<file path="src/rtl/mcr_map.vh">
`ifndef MCR_MAP_VH
`define MCR_MAP_VH

// Register addresses on the 6-bit register port
`define MCR_ADDR_LINE_CYCLE 6'h13
`define MCR_ADDR_SAG_DUR 6'h14
`define MCR_ADDR_SAG_LVL 6'h15
`define MCR_ADDR_VOLTAGE_PEAK_THRESHOLD 6'h16
`define MCR_ADDR_CURRENT_PEAK_THRESHOLD 6'h17
`define MCR_ADDR_GAIN 6'h18
`define MCR_ADDR_A_WGAIN 6'h19
`define MCR_ADDR_B_WGAIN 6'h1A
`define MCR_ADDR_C_WGAIN 6'h1B
`define MCR_ADDR_A_VAGAIN 6'h1C
`define MCR_ADDR_B_VAGAIN 6'h1D
`define MCR_ADDR_C_VAGAIN 6'h1E
`define MCR_ADDR_A_PHCAL 6'h1F
`define MCR_ADDR_B_PHCAL 6'h20
`define MCR_ADDR_C_PHCAL 6'h21
`define MCR_ADDR_A_POFS 6'h22
`define MCR_ADDR_B_POFS 6'h23
`define MCR_ADDR_C_POFS 6'h24
`define MCR_ADDR_PULSE_NUM 6'h25
`define MCR_ADDR_PULSE_DEN 6'h26

// Reset values
`define MCR_RST_LINE_CYCLE 16'hFFFF
`define MCR_RST_SAG_DUR 8'hFF
`define MCR_RST_SAG_LVL 8'h00
`define MCR_RST_VOLTAGE_PEAK_THRESHOLD 8'hFF
`define MCR_RST_CURRENT_PEAK_THRESHOLD 8'hFF
`define MCR_RST_GAIN 8'h00
`define MCR_RST_GAIN12 12'h000
`define MCR_RST_PHCAL 5'h00
`define MCR_RST_PULSE_NUM 12'h000
`define MCR_RST_PULSE_DEN 12'h03F

// Constants of the internal counters
`define MCR_ZERO16 16'h0000
`define MCR_ONE16 16'h0001
`define MCR_ZERO8 8'h00
`define MCR_ONE8 8'h01
`define MCR_MAX8 8'hFF

`endif

</file>
<file path="src/rtl/mcr_sag_det.v">
`timescale 1ns/100ps
`default_nettype none
`include "mcr_map.vh"

module mcr_sag_det (
  // Clock and reset
  input wire clk_i,
  input wire rst_i,
  // Half-cycle level from the voltage channel
  input wire half_cycle_i,
  input wire [7:0] level_i,
  // Shared settings
  input wire [7:0] threshold_i,
  input wire [7:0] duration_i,
  // Event
  output reg sag_event_o
);

  reg [7:0] count_reg;
  reg [7:0] count_next;
  reg event_next;

  always @* begin
    count_next = count_reg;
    event_next = 1'b0;
    if (half_cycle_i) begin
      if (level_i < threshold_i) begin
        // Saturate so a long sag never wraps into a second event
        if (count_reg != `MCR_MAX8) begin
          count_next = count_reg + `MCR_ONE8;
        end
        if ((count_reg != `MCR_MAX8) && (count_next == duration_i)) begin
          event_next = 1'b1;
        end
      end else begin
        count_next = `MCR_ZERO8;
      end
    end
  end

  always @(posedge clk_i) begin
    if (rst_i) begin
      count_reg <= `MCR_ZERO8;
      sag_event_o <= 1'b0;
    end else begin
      count_reg <= count_next;
      sag_event_o <= event_next;
    end
  end

endmodule

`default_nettype wire

</file>
<file path="src/rtl/mcr_regs.v">
`timescale 1ns/100ps
`default_nettype none
`include "mcr_map.vh"

module mcr_regs (
  // Clock and reset
  input wire REF_CLK_I,
  input wire RST_I,
  // Register port
  input wire [5:0] ADDR_I,
  input wire WR_I,
  input wire RD_I,
  input wire [15:0] WR_DATA_I,
  output reg [15:0] RD_DATA_O,
  output reg RD_VALID_O,
  // Line window
  input wire LINE_HALF_CYCLE_I,
  output reg LINE_WINDOW_DONE_O,
  // Peak detection
  input wire VOLT_SAMPLE_VALID_I,
  input wire [7:0] VOLT_SAMPLE_I,
  input wire CURR_SAMPLE_VALID_I,
  input wire [7:0] CURR_SAMPLE_I,
  output reg VOLTAGE_PEAK_FLAG_O,
  output reg CURRENT_PEAK_FLAG_O,
  // Sag detection, one half-cycle level per phase
  input wire [2:0] SAG_HALF_CYCLE_I,
  input wire [23:0] SAG_LEVEL_I,
  output wire [2:0] SAG_EVENT_O,
  // Configuration to the datapath
  output reg [15:0] LINE_CYCLE_COUNT_O,
  output reg [7:0] SAG_DURATION_CYCLES_O,
  output reg [7:0] SAG_THRESHOLD_LEVEL_O,
  output reg [7:0] VOLTAGE_PEAK_THRESHOLD_O,
  output reg [7:0] CURRENT_PEAK_THRESHOLD_O,
  output reg [7:0] AMP_GAIN_CONFIG_O,
  output reg [11:0] PHASE_A_ACTIVE_GAIN_O,
  output reg [11:0] PHASE_B_ACTIVE_GAIN_O,
  output reg [11:0] PHASE_C_ACTIVE_GAIN_O,
  output reg [11:0] PHASE_A_APPARENT_GAIN_O,
  output reg [11:0] PHASE_B_APPARENT_GAIN_O,
  output reg [11:0] PHASE_C_APPARENT_GAIN_O,
  output reg [4:0] PHASE_A_PHASE_CAL_O,
  output reg [4:0] PHASE_B_PHASE_CAL_O,
  output reg [4:0] PHASE_C_PHASE_CAL_O,
  output reg [11:0] PHASE_A_POWER_OFFSET_O,
  output reg [11:0] PHASE_B_POWER_OFFSET_O,
  output reg [11:0] PHASE_C_POWER_OFFSET_O,
  output reg [11:0] PULSE_SCALE_NUMERATOR_O,
  output reg [11:0] PULSE_SCALE_DENOMINATOR_O
);

  reg [15:0] half_count_reg;
  reg [15:0] half_count_next;
  reg window_done_next;
  reg [15:0] rd_data_next;

  function wr_hit;
    input [5:0] addr;
    input [5:0] target;
    input wr;
    begin
      wr_hit = wr && (addr == target);
    end
  endfunction

  // Zero fill up to the 16-bit read word, kept explicit
  function [15:0] pad8;
    input [7:0] v;
    begin
      pad8 = `MCR_ZERO16;
      pad8[7:0] = v;
    end
  endfunction

  function [15:0] pad12;
    input [11:0] v;
    begin
      pad12 = `MCR_ZERO16;
      pad12[11:0] = v;
    end
  endfunction

  function [15:0] pad5;
    input [4:0] v;
    begin
      pad5 = `MCR_ZERO16;
      pad5[4:0] = v;
    end
  endfunction

  function [15:0] inc16;
    input [15:0] v;
    begin
      inc16 = v + `MCR_ONE16;
    end
  endfunction

  // Register writes; narrow registers take the low bits of the data
  always @(posedge REF_CLK_I) begin
    if (RST_I) begin
      LINE_CYCLE_COUNT_O <= `MCR_RST_LINE_CYCLE;
      SAG_DURATION_CYCLES_O <= `MCR_RST_SAG_DUR;
      SAG_THRESHOLD_LEVEL_O <= `MCR_RST_SAG_LVL;
      VOLTAGE_PEAK_THRESHOLD_O <= `MCR_RST_VOLTAGE_PEAK_THRESHOLD;
      CURRENT_PEAK_THRESHOLD_O <= `MCR_RST_CURRENT_PEAK_THRESHOLD;
      AMP_GAIN_CONFIG_O <= `MCR_RST_GAIN;
      PHASE_A_ACTIVE_GAIN_O <= `MCR_RST_GAIN12;
      PHASE_B_ACTIVE_GAIN_O <= `MCR_RST_GAIN12;
      PHASE_C_ACTIVE_GAIN_O <= `MCR_RST_GAIN12;
      PHASE_A_APPARENT_GAIN_O <= `MCR_RST_GAIN12;
      PHASE_B_APPARENT_GAIN_O <= `MCR_RST_GAIN12;
      PHASE_C_APPARENT_GAIN_O <= `MCR_RST_GAIN12;
      PHASE_A_PHASE_CAL_O <= `MCR_RST_PHCAL;
      PHASE_B_PHASE_CAL_O <= `MCR_RST_PHCAL;
      PHASE_C_PHASE_CAL_O <= `MCR_RST_PHCAL;
      PHASE_A_POWER_OFFSET_O <= `MCR_RST_GAIN12;
      PHASE_B_POWER_OFFSET_O <= `MCR_RST_GAIN12;
      PHASE_C_POWER_OFFSET_O <= `MCR_RST_GAIN12;
      PULSE_SCALE_NUMERATOR_O <= `MCR_RST_PULSE_NUM;
      PULSE_SCALE_DENOMINATOR_O <= `MCR_RST_PULSE_DEN;
    end else begin
      if (wr_hit(ADDR_I, `MCR_ADDR_LINE_CYCLE, WR_I)) begin
        LINE_CYCLE_COUNT_O <= WR_DATA_I;
      end
      if (wr_hit(ADDR_I, `MCR_ADDR_SAG_DUR, WR_I)) begin
        SAG_DURATION_CYCLES_O <= WR_DATA_I[7:0];
      end
      if (wr_hit(ADDR_I, `MCR_ADDR_SAG_LVL, WR_I)) begin
        SAG_THRESHOLD_LEVEL_O <= WR_DATA_I[7:0];
      end
      if (wr_hit(ADDR_I, `MCR_ADDR_VOLTAGE_PEAK_THRESHOLD, WR_I)) begin
        VOLTAGE_PEAK_THRESHOLD_O <= WR_DATA_I[7:0];
      end
      if (wr_hit(ADDR_I, `MCR_ADDR_CURRENT_PEAK_THRESHOLD, WR_I)) begin
        CURRENT_PEAK_THRESHOLD_O <= WR_DATA_I[7:0];
      end
      if (wr_hit(ADDR_I, `MCR_ADDR_GAIN, WR_I)) begin
        AMP_GAIN_CONFIG_O <= WR_DATA_I[7:0];
      end
      if (wr_hit(ADDR_I, `MCR_ADDR_A_WGAIN, WR_I)) begin
        PHASE_A_ACTIVE_GAIN_O <= WR_DATA_I[11:0];
      end
      if (wr_hit(ADDR_I, `MCR_ADDR_B_WGAIN, WR_I)) begin
        PHASE_B_ACTIVE_GAIN_O <= WR_DATA_I[11:0];
      end
      if (wr_hit(ADDR_I, `MCR_ADDR_C_WGAIN, WR_I)) begin
        PHASE_C_ACTIVE_GAIN_O <= WR_DATA_I[11:0];
      end
      if (wr_hit(ADDR_I, `MCR_ADDR_A_VAGAIN, WR_I)) begin
        PHASE_A_APPARENT_GAIN_O <= WR_DATA_I[11:0];
      end
      if (wr_hit(ADDR_I, `MCR_ADDR_B_VAGAIN, WR_I)) begin
        PHASE_B_APPARENT_GAIN_O <= WR_DATA_I[11:0];
      end
      if (wr_hit(ADDR_I, `MCR_ADDR_C_VAGAIN, WR_I)) begin
        PHASE_C_APPARENT_GAIN_O <= WR_DATA_I[11:0];
      end
      if (wr_hit(ADDR_I, `MCR_ADDR_A_PHCAL, WR_I)) begin
        PHASE_A_PHASE_CAL_O <= WR_DATA_I[4:0];
      end
      if (wr_hit(ADDR_I, `MCR_ADDR_B_PHCAL, WR_I)) begin
        PHASE_B_PHASE_CAL_O <= WR_DATA_I[4:0];
      end
      if (wr_hit(ADDR_I, `MCR_ADDR_C_PHCAL, WR_I)) begin
        PHASE_C_PHASE_CAL_O <= WR_DATA_I[4:0];
      end
      if (wr_hit(ADDR_I, `MCR_ADDR_A_POFS, WR_I)) begin
        PHASE_A_POWER_OFFSET_O <= WR_DATA_I[11:0];
      end
      if (wr_hit(ADDR_I, `MCR_ADDR_B_POFS, WR_I)) begin
        PHASE_B_POWER_OFFSET_O <= WR_DATA_I[11:0];
      end
      if (wr_hit(ADDR_I, `MCR_ADDR_C_POFS, WR_I)) begin
        PHASE_C_POWER_OFFSET_O <= WR_DATA_I[11:0];
      end
      if (wr_hit(ADDR_I, `MCR_ADDR_PULSE_NUM, WR_I)) begin
        PULSE_SCALE_NUMERATOR_O <= WR_DATA_I[11:0];
      end
      if (wr_hit(ADDR_I, `MCR_ADDR_PULSE_DEN, WR_I)) begin
        PULSE_SCALE_DENOMINATOR_O <= WR_DATA_I[11:0];
      end
    end
  end

  // Read mux; unmapped addresses read as zero
  always @* begin
    rd_data_next = `MCR_ZERO16;
    case (ADDR_I)
      `MCR_ADDR_LINE_CYCLE: rd_data_next = LINE_CYCLE_COUNT_O;
      `MCR_ADDR_SAG_DUR: rd_data_next = pad8(SAG_DURATION_CYCLES_O);
      `MCR_ADDR_SAG_LVL: rd_data_next = pad8(SAG_THRESHOLD_LEVEL_O);
      `MCR_ADDR_VOLTAGE_PEAK_THRESHOLD: rd_data_next = pad8(VOLTAGE_PEAK_THRESHOLD_O);
      `MCR_ADDR_CURRENT_PEAK_THRESHOLD: rd_data_next = pad8(CURRENT_PEAK_THRESHOLD_O);
      `MCR_ADDR_GAIN: rd_data_next = pad8(AMP_GAIN_CONFIG_O);
      `MCR_ADDR_A_WGAIN: rd_data_next = pad12(PHASE_A_ACTIVE_GAIN_O);
      `MCR_ADDR_B_WGAIN: rd_data_next = pad12(PHASE_B_ACTIVE_GAIN_O);
      `MCR_ADDR_C_WGAIN: rd_data_next = pad12(PHASE_C_ACTIVE_GAIN_O);
      `MCR_ADDR_A_VAGAIN: rd_data_next = pad12(PHASE_A_APPARENT_GAIN_O);
      `MCR_ADDR_B_VAGAIN: rd_data_next = pad12(PHASE_B_APPARENT_GAIN_O);
      `MCR_ADDR_C_VAGAIN: rd_data_next = pad12(PHASE_C_APPARENT_GAIN_O);
      `MCR_ADDR_A_PHCAL: rd_data_next = pad5(PHASE_A_PHASE_CAL_O);
      `MCR_ADDR_B_PHCAL: rd_data_next = pad5(PHASE_B_PHASE_CAL_O);
      `MCR_ADDR_C_PHCAL: rd_data_next = pad5(PHASE_C_PHASE_CAL_O);
      `MCR_ADDR_A_POFS: rd_data_next = pad12(PHASE_A_POWER_OFFSET_O);
      `MCR_ADDR_B_POFS: rd_data_next = pad12(PHASE_B_POWER_OFFSET_O);
      `MCR_ADDR_C_POFS: rd_data_next = pad12(PHASE_C_POWER_OFFSET_O);
      `MCR_ADDR_PULSE_NUM: rd_data_next = pad12(PULSE_SCALE_NUMERATOR_O);
      `MCR_ADDR_PULSE_DEN: rd_data_next = pad12(PULSE_SCALE_DENOMINATOR_O);
      default: rd_data_next = `MCR_ZERO16;
    endcase
  end

  always @(posedge REF_CLK_I) begin
    if (RST_I) begin
      RD_DATA_O <= `MCR_ZERO16;
      RD_VALID_O <= 1'b0;
    end else begin
      RD_VALID_O <= RD_I;
      if (RD_I) begin
        RD_DATA_O <= rd_data_next;
      end
    end
  end

  // Line window: writing the count restarts it so no stale span completes
  always @* begin
    half_count_next = half_count_reg;
    window_done_next = 1'b0;
    if (wr_hit(ADDR_I, `MCR_ADDR_LINE_CYCLE, WR_I)) begin
      half_count_next = `MCR_ZERO16;
    end else if (LINE_HALF_CYCLE_I) begin
      if (inc16(half_count_reg) >= LINE_CYCLE_COUNT_O) begin
        half_count_next = `MCR_ZERO16;
        window_done_next = 1'b1;
      end else begin
        half_count_next = inc16(half_count_reg);
      end
    end
  end

  always @(posedge REF_CLK_I) begin
    if (RST_I) begin
      half_count_reg <= `MCR_ZERO16;
      LINE_WINDOW_DONE_O <= 1'b0;
      VOLTAGE_PEAK_FLAG_O <= 1'b0;
      CURRENT_PEAK_FLAG_O <= 1'b0;
    end else begin
      half_count_reg <= half_count_next;
      LINE_WINDOW_DONE_O <= window_done_next;
      // Strictly above; a threshold of FF can never trip
      VOLTAGE_PEAK_FLAG_O <= VOLT_SAMPLE_VALID_I &&
        (VOLT_SAMPLE_I > VOLTAGE_PEAK_THRESHOLD_O);
      CURRENT_PEAK_FLAG_O <= CURR_SAMPLE_VALID_I &&
        (CURR_SAMPLE_I > CURRENT_PEAK_THRESHOLD_O);
    end
  end

  // One detector per phase, all sharing the same duration and level
  mcr_sag_det u_sag_a (
    .clk_i(REF_CLK_I),
    .rst_i(RST_I),
    .half_cycle_i(SAG_HALF_CYCLE_I[0]),
    .level_i(SAG_LEVEL_I[7:0]),
    .threshold_i(SAG_THRESHOLD_LEVEL_O),
    .duration_i(SAG_DURATION_CYCLES_O),
    .sag_event_o(SAG_EVENT_O[0])
  );

  mcr_sag_det u_sag_b (
    .clk_i(REF_CLK_I),
    .rst_i(RST_I),
    .half_cycle_i(SAG_HALF_CYCLE_I[1]),
    .level_i(SAG_LEVEL_I[15:8]),
    .threshold_i(SAG_THRESHOLD_LEVEL_O),
    .duration_i(SAG_DURATION_CYCLES_O),
    .sag_event_o(SAG_EVENT_O[1])
  );

  mcr_sag_det u_sag_c (
    .clk_i(REF_CLK_I),
    .rst_i(RST_I),
    .half_cycle_i(SAG_HALF_CYCLE_I[2]),
    .level_i(SAG_LEVEL_I[23:16]),
    .threshold_i(SAG_THRESHOLD_LEVEL_O),
    .duration_i(SAG_DURATION_CYCLES_O),
    .sag_event_o(SAG_EVENT_O[2])
  );

endmodule

`default_nettype wire

</file>
<file path="config.mk">
export PLATFORM = sky130hd
export DESIGN_NAME = mcr_regs
export DESIGN_NICKNAME = d
export VERILOG_FILES = /design/src/rtl/mcr_sag_det.v /design/src/rtl/mcr_regs.v
export VERILOG_INCLUDE_DIRS = /design/src /design/src/rtl
export SDC_FILE = /design/constraint.sdc
export NUM_CORES = 1
export LEC_CHECK = 0
export BUFFER_PORTS_ARGS = -buffer_cell sky130_fd_sc_hd__buf_2
export CORE_MARGIN = 1.5
export CORE_UTILIZATION = 35
export DETAILED_ROUTE_END_ITERATION = 10
export SLEW_MARGIN = 20
export SYNTH_ARGS = -nofsm -noshare
export SYNTH_HDL_FRONTEND = slang
export SYNTH_SLANG_ARGS = --single-unit
</file>
<file path="constraint.sdc">
create_clock -name REF_CLK_I -period 7.6 [get_ports REF_CLK_I]
set_input_delay 0.76 -clock REF_CLK_I [delete_from_list [all_inputs] [get_ports REF_CLK_I]]
set_output_delay 0.76 -clock REF_CLK_I [all_outputs]
set_load 0.1 [all_outputs]
</file>
==> qor.csv, run 1 <==
stage,metric,value,unit
clock_tree,clock latency on the worst-skew pair,590,ps
global_routing,vias in the first global route,12100,
worst_setup_path,Worst EP required,8030,ps
min_path,WHS Endpoint,LINE_CYCLE_COUNT_O[13]$_SDFFE_PP1P_,
synth,synth warn,0,
floorplanning,Starting Density,35.5,%
worst_setup_path,Crit path max-delay family,simple AND/OR/NAND/NOR gates,
timing,Max Clock Freq,301,MHz
outcome,outcome,completed,
timing,min Tclk post-route,3320,ps
worst_setup_path,Register-to-Register Path Depth,12,
power,pwr dens,195,nW/um^2
detailed_routing,DRT Wirelength,51400,um
floorplanning,core area,37700,um^2
power,Leak Pwr,7.31,nW
worst_setup_path,Worst R2R Setup Slack,4280,ps
synth,Synth cell types,62,
worst_setup_path,RR Startpoint,half_count_reg[0]$_SDFFE_PP0P_,
timing,final setup vio count,0,
detailed_routing,Pre-antenna DRT Iters,6,
place,Setup WS pre-CTS,4240,ps
timing,RSZ-0062 raised after global routing,false,
global_routing,first-pass GRT wire length,75600,um
worst_setup_path,Setup crit end kind,flop,
place,IO Port Bufs,297,
worst_setup_path,WP buf/inv,0,
detailed_routing,DRC Markers,0,
min_path,hold path depth,3,
worst_setup_path,most numerous cell on the critical path,nand3_1,
synth,"Primary FF master, synth",dfxtp_1,
floorplanning,Top Ports,298,
floorplanning,Cell Rows,71,
clock_tree,CTS Sinks,266,
power,Seq pwr share,44.9,%
synth,sequential fraction of the synthesis area,39.8,%
clock_tree,postcts setup bufs,0,
cells_and_area,fin util,42.9,%
synth,Synth Area per Inst,8.31,um^2
worst_setup_path,end of the worst register-to-register path,half_count_reg[13]$_SDFFE_PP0P_,
power,sw power,0.808,mW
timing,setup TNS,0,ps
floorplanning,die height,199,um
clock_tree,"Reg clk slew, reported paths",60,ps
cells_and_area,final non-filler cell total,2359,
worst_setup_path,CP max stage delay,490,ps
synth,post-synthesis cell count,1611,
clock_tree,total CTS buffers,30,
timing,Final Skew,23.1,ps
synth,top-area cell type share of the netlist area,39.8,%
synth,Post-Syn Area,13400,um^2
cells_and_area,share of cells above drive strength 1,20.7,%
power,VDD IR max,162,uV
clock_tree,post-cts sizing count,0,
cells_and_area,layout overhead on the synthesized area,20.6,%
place,hpwl dp,37100,um
clock_tree,CTS Hold Bufs,0,
timing,measured slew at the worst slew-check pin,967,ps
timing,max-slew violations,0,
detailed_routing,Routed Antenna Nets,0,
detailed_routing,vias,13200,
detailed_routing,routed vias/inst,5.59,
cells_and_area,Layout Nets,1951,
detailed_routing,Initial DRC Count,1278,
place,Placer Congestion,0.889,
synth,Post-synth EDFFs,0,
power,Internal Power,2.34,mW
timing,Final Hold Fails,0,
global_routing,gr ovfl total,0,
timing,final setup margin,4280,ps
global_routing,total track usage,25.2,%
min_path,worst hold path class,in2reg,
global_routing,initial antenna violation count,2,
clock_tree,CTS Buffer Depth,3,
worst_setup_path,Setup CP Type,reg2reg,
synth,Syn Nets,1740,
power,Clock Power Share,48.2,%
worst_setup_path,CP arrival,3750,ps
power,combinational power share,6.9,%
clock_tree,CTS tree,built,
worst_setup_path,CP max FO,16,
worst_setup_path,"slowest stage cell, crit path",nand3_1,
clock_tree,CTS H-tree lvls,1,
worst_setup_path,crit path launch type,flop,
min_path,min-delay src,WR_DATA_I[13],
timing,WHS,410,ps
timing,relative slew slack,35.5,%
floorplanning,die area,39400,um^2
timing,period utilization,43.7,%
synth,async set or reset register ratio after synthesis,0,%
synth,Yosys top cell by area,dfxtp_1,
global_routing,largest net degree at the start of global routing,88,
place,placed cells,2301,
cells_and_area,filler instances,3832,
worst_setup_path,worst-path cell chain,"ha_1, nand3_1, nor2_1, and3_1, nand3_1, xnor2_1, ha_1, nand3_1, or2_2, a311o_1, nand3_1, nor2_1",
clock_tree,clk root buf,clkbuf_16,
synth,synth top area cells,"dfxtp_1 40%, mux2i_1 7.1%, ha_1 5.3%",
floorplanning,Die Width,199,um
detailed_routing,Routed WL per cell,21.8,um
power,Sw Share,25.7,%
synth,Synth Register Bits,266,
flow_run,# Max-Cap Violations,0,
cells in the final DEF (no fill, tap or decap), types with 44 or more instances in the layout:
master / Yosys / layout
a21oi_1: 123 / 123
a22oi_1: 51 / 51
buf_2: 15 / 295
dfxtp_1: 266 / 266
ha_1: 57 / 57
inv_1: 55 / 54
mux2i_1: 95 / 95
nand2_1: 185 / 185
nand3_1: 118 / 118
nor2_1: 160 / 159
o21ai_0: 44 / 44
through the flow:
stage | instance area (um^2) | power [mW]
global placement | 15100 | 1.65
detailed placement | 15100 | 1.66
global route | 16100 | 3.24
finish | 16100 | 3.15
CTS | 16100 | 3.16
floorplan | 13400 | 1.58
kinds of logic after synthesis:
family,Yosys count,synth area share (%)
AND/OR/NAND/NOR,583,20.0
AO/OA/AOI/OAI,360,17.8
flip-flops,266,39.8
buffers and inverters,189,5.58
multiplexers,102,7.94
adder cells (fa/ha/maj),57,5.33
XOR/XNOR,54,3.53
cells in the mapped netlist, drive strengths merged (3+ instances only):
cell       n
dfxtp    266
nand2    185
nor2     162
a21oi    123
nand3    118
clkbuf   106
mux2i     95
ha        57
inv       55
a22oi     51
o21ai     44
xnor2     30
buf       28
nand4     26
xor2      24
a211oi    22
a222oi    21
o211ai    19
and3      17
nand2b    14
o21a      13
a221oi    12
nor2b     12
nor3      12
a31oi     11
and2       7
a2111oi    6
a21o       6
or3        6
a22o       5
a31o       5
and4       5
a21boi     4
mux2       4
nand4b     4
o22ai      4
mux4       3
nand4bb    3
nor3b      3
power by group through the flow:
| stage | clock network (mW) | logic [mW] | registers, mW |
|---|---|---|---|
| floorplan | 0 | 0.107 | 1.48 |
| global placement | 0 | 0.212 | 1.44 |
| detailed placement | 0 | 0.214 | 1.44 |
| CTS | 1.54 | 0.215 | 1.41 |
| global route | 1.59 | 0.232 | 1.41 |
| finish | 1.52 | 0.218 | 1.41 |
layout make-up:
cell class	instances	area [um^2]	share of cell area (%)
sequential	266	5330	33.0
multi-input combinational	1156	7320	45.3
tap	511	639	3.96
clock buffer	42	846	5.24
clock inverter	14	186	1.15
antenna	2	5.00	0.0310
inverter	55	206	1.28
timing repair buffer	313	1620	10.0
worst max-delay path by stage:
stage / from / end / slack, ps / depth (start not counted)
after CTS: half_count_reg[0]$_SDFFE_PP0P_ / half_count_reg[13]$_SDFFE_PP0P_ / 4230 / 12
after global placement: ADDR_I[0] / half_count_reg[15]$_SDFFE_PP0P_ / 4370 / 9
after detailed placement: half_count_reg[0]$_SDFFE_PP0P_ / half_count_reg[5]$_SDFFE_PP0P_ / 4240 / 12
after floorplan: half_count_reg[0]$_SDFFE_PP0P_ / half_count_reg[10]$_SDFFE_PP0P_ / 4640 / 14
after global routing: half_count_reg[0]$_SDFFE_PP0P_ / half_count_reg[0]$_SDFFE_PP0P_ / 4010 / 12
final: half_count_reg[0]$_SDFFE_PP0P_ / half_count_reg[13]$_SDFFE_PP0P_ / 4280 / 12
routing by layer:
layer | track usage (%) | routed length (um) | vias to the layer above
met3 | 5.53 | 5240 | 88
li1 | - | - | 6173
met4 | 7.74 | 1420 | 2
met5 | 0 | 8 | -
met1 | 32.9 | 20900 | 6284
met2 | 41.4 | 23800 | 647
worst register-to-register path, stage by stage (launching register included):
cell and delay (ps):
dfxtp_1 430, ha_1 280, nand3_1 140, nor2_1 230, and3_1 320, nand3_1 120
xnor2_1 140, ha_1 270, nand3_1 60, or2_2 310, a311o_1 290, nand3_1 490
nor2_1 100
(Power assumes the default switching activity.)
==> inputs of run 2 (changes only) <==
==> constraint.sdc (replaced) <==
create_clock -name REF_CLK_I -period 2.8 [get_ports REF_CLK_I]
set_input_delay 0.28 -clock REF_CLK_I [delete_from_list [all_inputs] [get_ports REF_CLK_I]]
set_output_delay 0.28 -clock REF_CLK_I [all_outputs]
set_load 0.1 [all_outputs]
==> qor.csv, run 2 (synthesized netlist as in run 1, its figures left out) <==
stage,metric,value,unit
timing,min Tclk post-route,2610,ps
clock_tree,"Reg clk slew, reported paths",60,ps
detailed_routing,DRT Wirelength,52100,um
clock_tree,clk root buf,clkbuf_16,
worst_setup_path,CP max FO,8,
floorplanning,Cell Rows,71,
worst_setup_path,crit path launch type,flop,
outcome,outcome,completed,
worst_setup_path,Worst R2R Setup Slack,190,ps
global_routing,initial antenna violation count,0,
floorplanning,die height,199,um
cells_and_area,final non-filler cell total,2412,
min_path,WHS Endpoint,u_sag_a.count_reg[1]$_SDFFE_PP0P_,
detailed_routing,routed vias/inst,5.51,
worst_setup_path,RR Startpoint,half_count_reg[1]$_SDFFE_PP0P_,
place,Placer Congestion,0.882,
timing,Final Hold Fails,0,
worst_setup_path,Setup crit end kind,flop,
min_path,hold path depth,3,
power,total power,8.68,mW
global_routing,gr ovfl total,0,
power,pwr dens,522,nW/um^2
global_routing,vias in the first global route,12600,
cells_and_area,share of cells above drive strength 1,23.1,%
worst_setup_path,end of the worst register-to-register path,half_count_reg[6]$_SDFFE_PP0P_,
clock_tree,clock latency on the worst-skew pair,590,ps
clock_tree,CTS H-tree lvls,1,
timing,relative slew slack,36.7,%
place,hpwl dp,38000,um
detailed_routing,Initial DRC Count,1108,
place,IO Port Bufs,297,
timing,measured slew at the worst slew-check pin,950,ps
clock_tree,CTS Buffer Depth,3,
power,Leak Pwr,7.63,nW
detailed_routing,DRC Markers,0,
cells_and_area,layout overhead on the synthesized area,24.3,%
place,placed cells,2345,
place,Setup WS pre-CTS,30.6,ps
cells_and_area,"commonest non-fill, non-tap cell in the layout",buf_2,
timing,max-slew violations,0,
min_path,min-delay src,RST_I,
timing,final setup vio count,0,
timing,RSZ-0062 raised after global routing,false,
clock_tree,CTS tree,built,
timing,final setup margin,191,ps
floorplanning,Top Ports,298,
detailed_routing,Pre-antenna DRT Iters,5,
cells_and_area,# diodes,0,
detailed_routing,Routed WL per cell,21.6,um
timing,setup TNS,0,ps
power,VDD IR max,459,uV
timing,Final Skew,18.5,ps
timing,period utilization,93.2,%
clock_tree,CTS Sinks,266,
timing,Max Clock Freq,383,MHz
worst_setup_path,CP arrival,3080,ps
detailed_routing,vias,13300,
floorplanning,core area,37700,um^2
flow_run,# Max-Cap Violations,0,
min_path,worst hold path class,in2reg,
detailed_routing,Routed Antenna Nets,0,
floorplanning,die area,39400,um^2
global_routing,largest net degree at the start of global routing,84,
floorplanning,Die Width,199,um
global_routing,first-pass GRT wire length,77400,um
worst_setup_path,Worst EP required,3270,ps
floorplanning,Starting Density,35.5,%
clock_tree,total CTS buffers,31,
cells_and_area,Layout Nets,2005,
global_routing,total track usage,25.6,%
worst_setup_path,Setup CP Type,reg2reg,
worst_setup_path,Register-to-Register Path Depth,12,
cells_and_area,most frequent cells in the layout,"295 x buf_2, 263 x dfxtp_1, 185 x nand2_1, 159 x nor2_1, 122 x a21oi_1",
==> run 2: layout make-up <==
cell class                 count  area [um^2]
sequential                   266         5330
clock buffer                  45          898
tap                          511          639
fill                        3815        21000
timing repair buffer         365         2050
clock inverter                13          166
multi-input combinational   1157         7360
inverter                      55          206
==> run 2: how the worst max path moves through the flow <==
stage | from | slack [ps] | cells after the start | end
floorplan | half_count_reg[0]$_SDFFE_PP0P_ | 9 | 14 | half_count_reg[13]$_SDFFE_PP0P_
global placement | half_count_reg[0]$_SDFFE_PP0P_ | 90 | 12 | half_count_reg[6]$_SDFFE_PP0P_
detailed placement | half_count_reg[1]$_SDFFE_PP0P_ | 30 | 12 | half_count_reg[10]$_SDFFE_PP0P_
CTS | half_count_reg[1]$_SDFFE_PP0P_ | 8 | 12 | half_count_reg[6]$_SDFFE_PP0P_
global route | half_count_reg[1]$_SDFFE_PP0P_ | 10 | 12 | half_count_reg[10]$_SDFFE_PP0P_
finish | half_count_reg[1]$_SDFFE_PP0P_ | 190 | 12 | half_count_reg[6]$_SDFFE_PP0P_
==> run 2: report_power, final <==
group / switching (mW) / leakage, nW / internal, mW
logic: 0.460 / 4.95 / 0.177
registers: 0.0248 / 2.15 / 3.81
clock network: 1.70 / 0.529 / 2.51
total: 2.19 / 7.63 / 6.49
==> run 2: routing by layer <==
layer	global-route usage (%)	routed length, um	vias to the layer above
li1	-	-	6274
met1	32.7	21800	6355
met2	42.2	24100	562
met3	6.07	4510	91
met4	8.64	1700	0
met5	0	0	-
==> run 2: worst max-delay path: stages, from the launching register on <==
cell and delay (ps):
dfxtp_1 340, ha_1 200, nand3_2 110, nor2_2 120
and3_2 240, nand3_1 100, xnor2_1 140, ha_1 280
nand3_1 60, or2_2 310, a311o_2 380, nand3_4 150
nor2_1 60
==> run 2: what timing repair did <==
item	4_1_cts	5_1_grt
setup buffers	0	2
endpoints found under the setup margin	0	19
resized for setup	0	8
endpoints found under the hold margin	6	0
hold buffers	6	0
==> run 2: through the flow <==
step | area (um^2) | utilization (%) | hold slack (ps)
floorplan | 13400 | - | 419
global placement | 15500 | 41.1 | 457
detailed placement | 15500 | 41.1 | 460
CTS | 16600 | 44.1 | 13.1
global route | 16600 | 44.2 | 31.6
finish | 16600 | 44.2 | 27.5
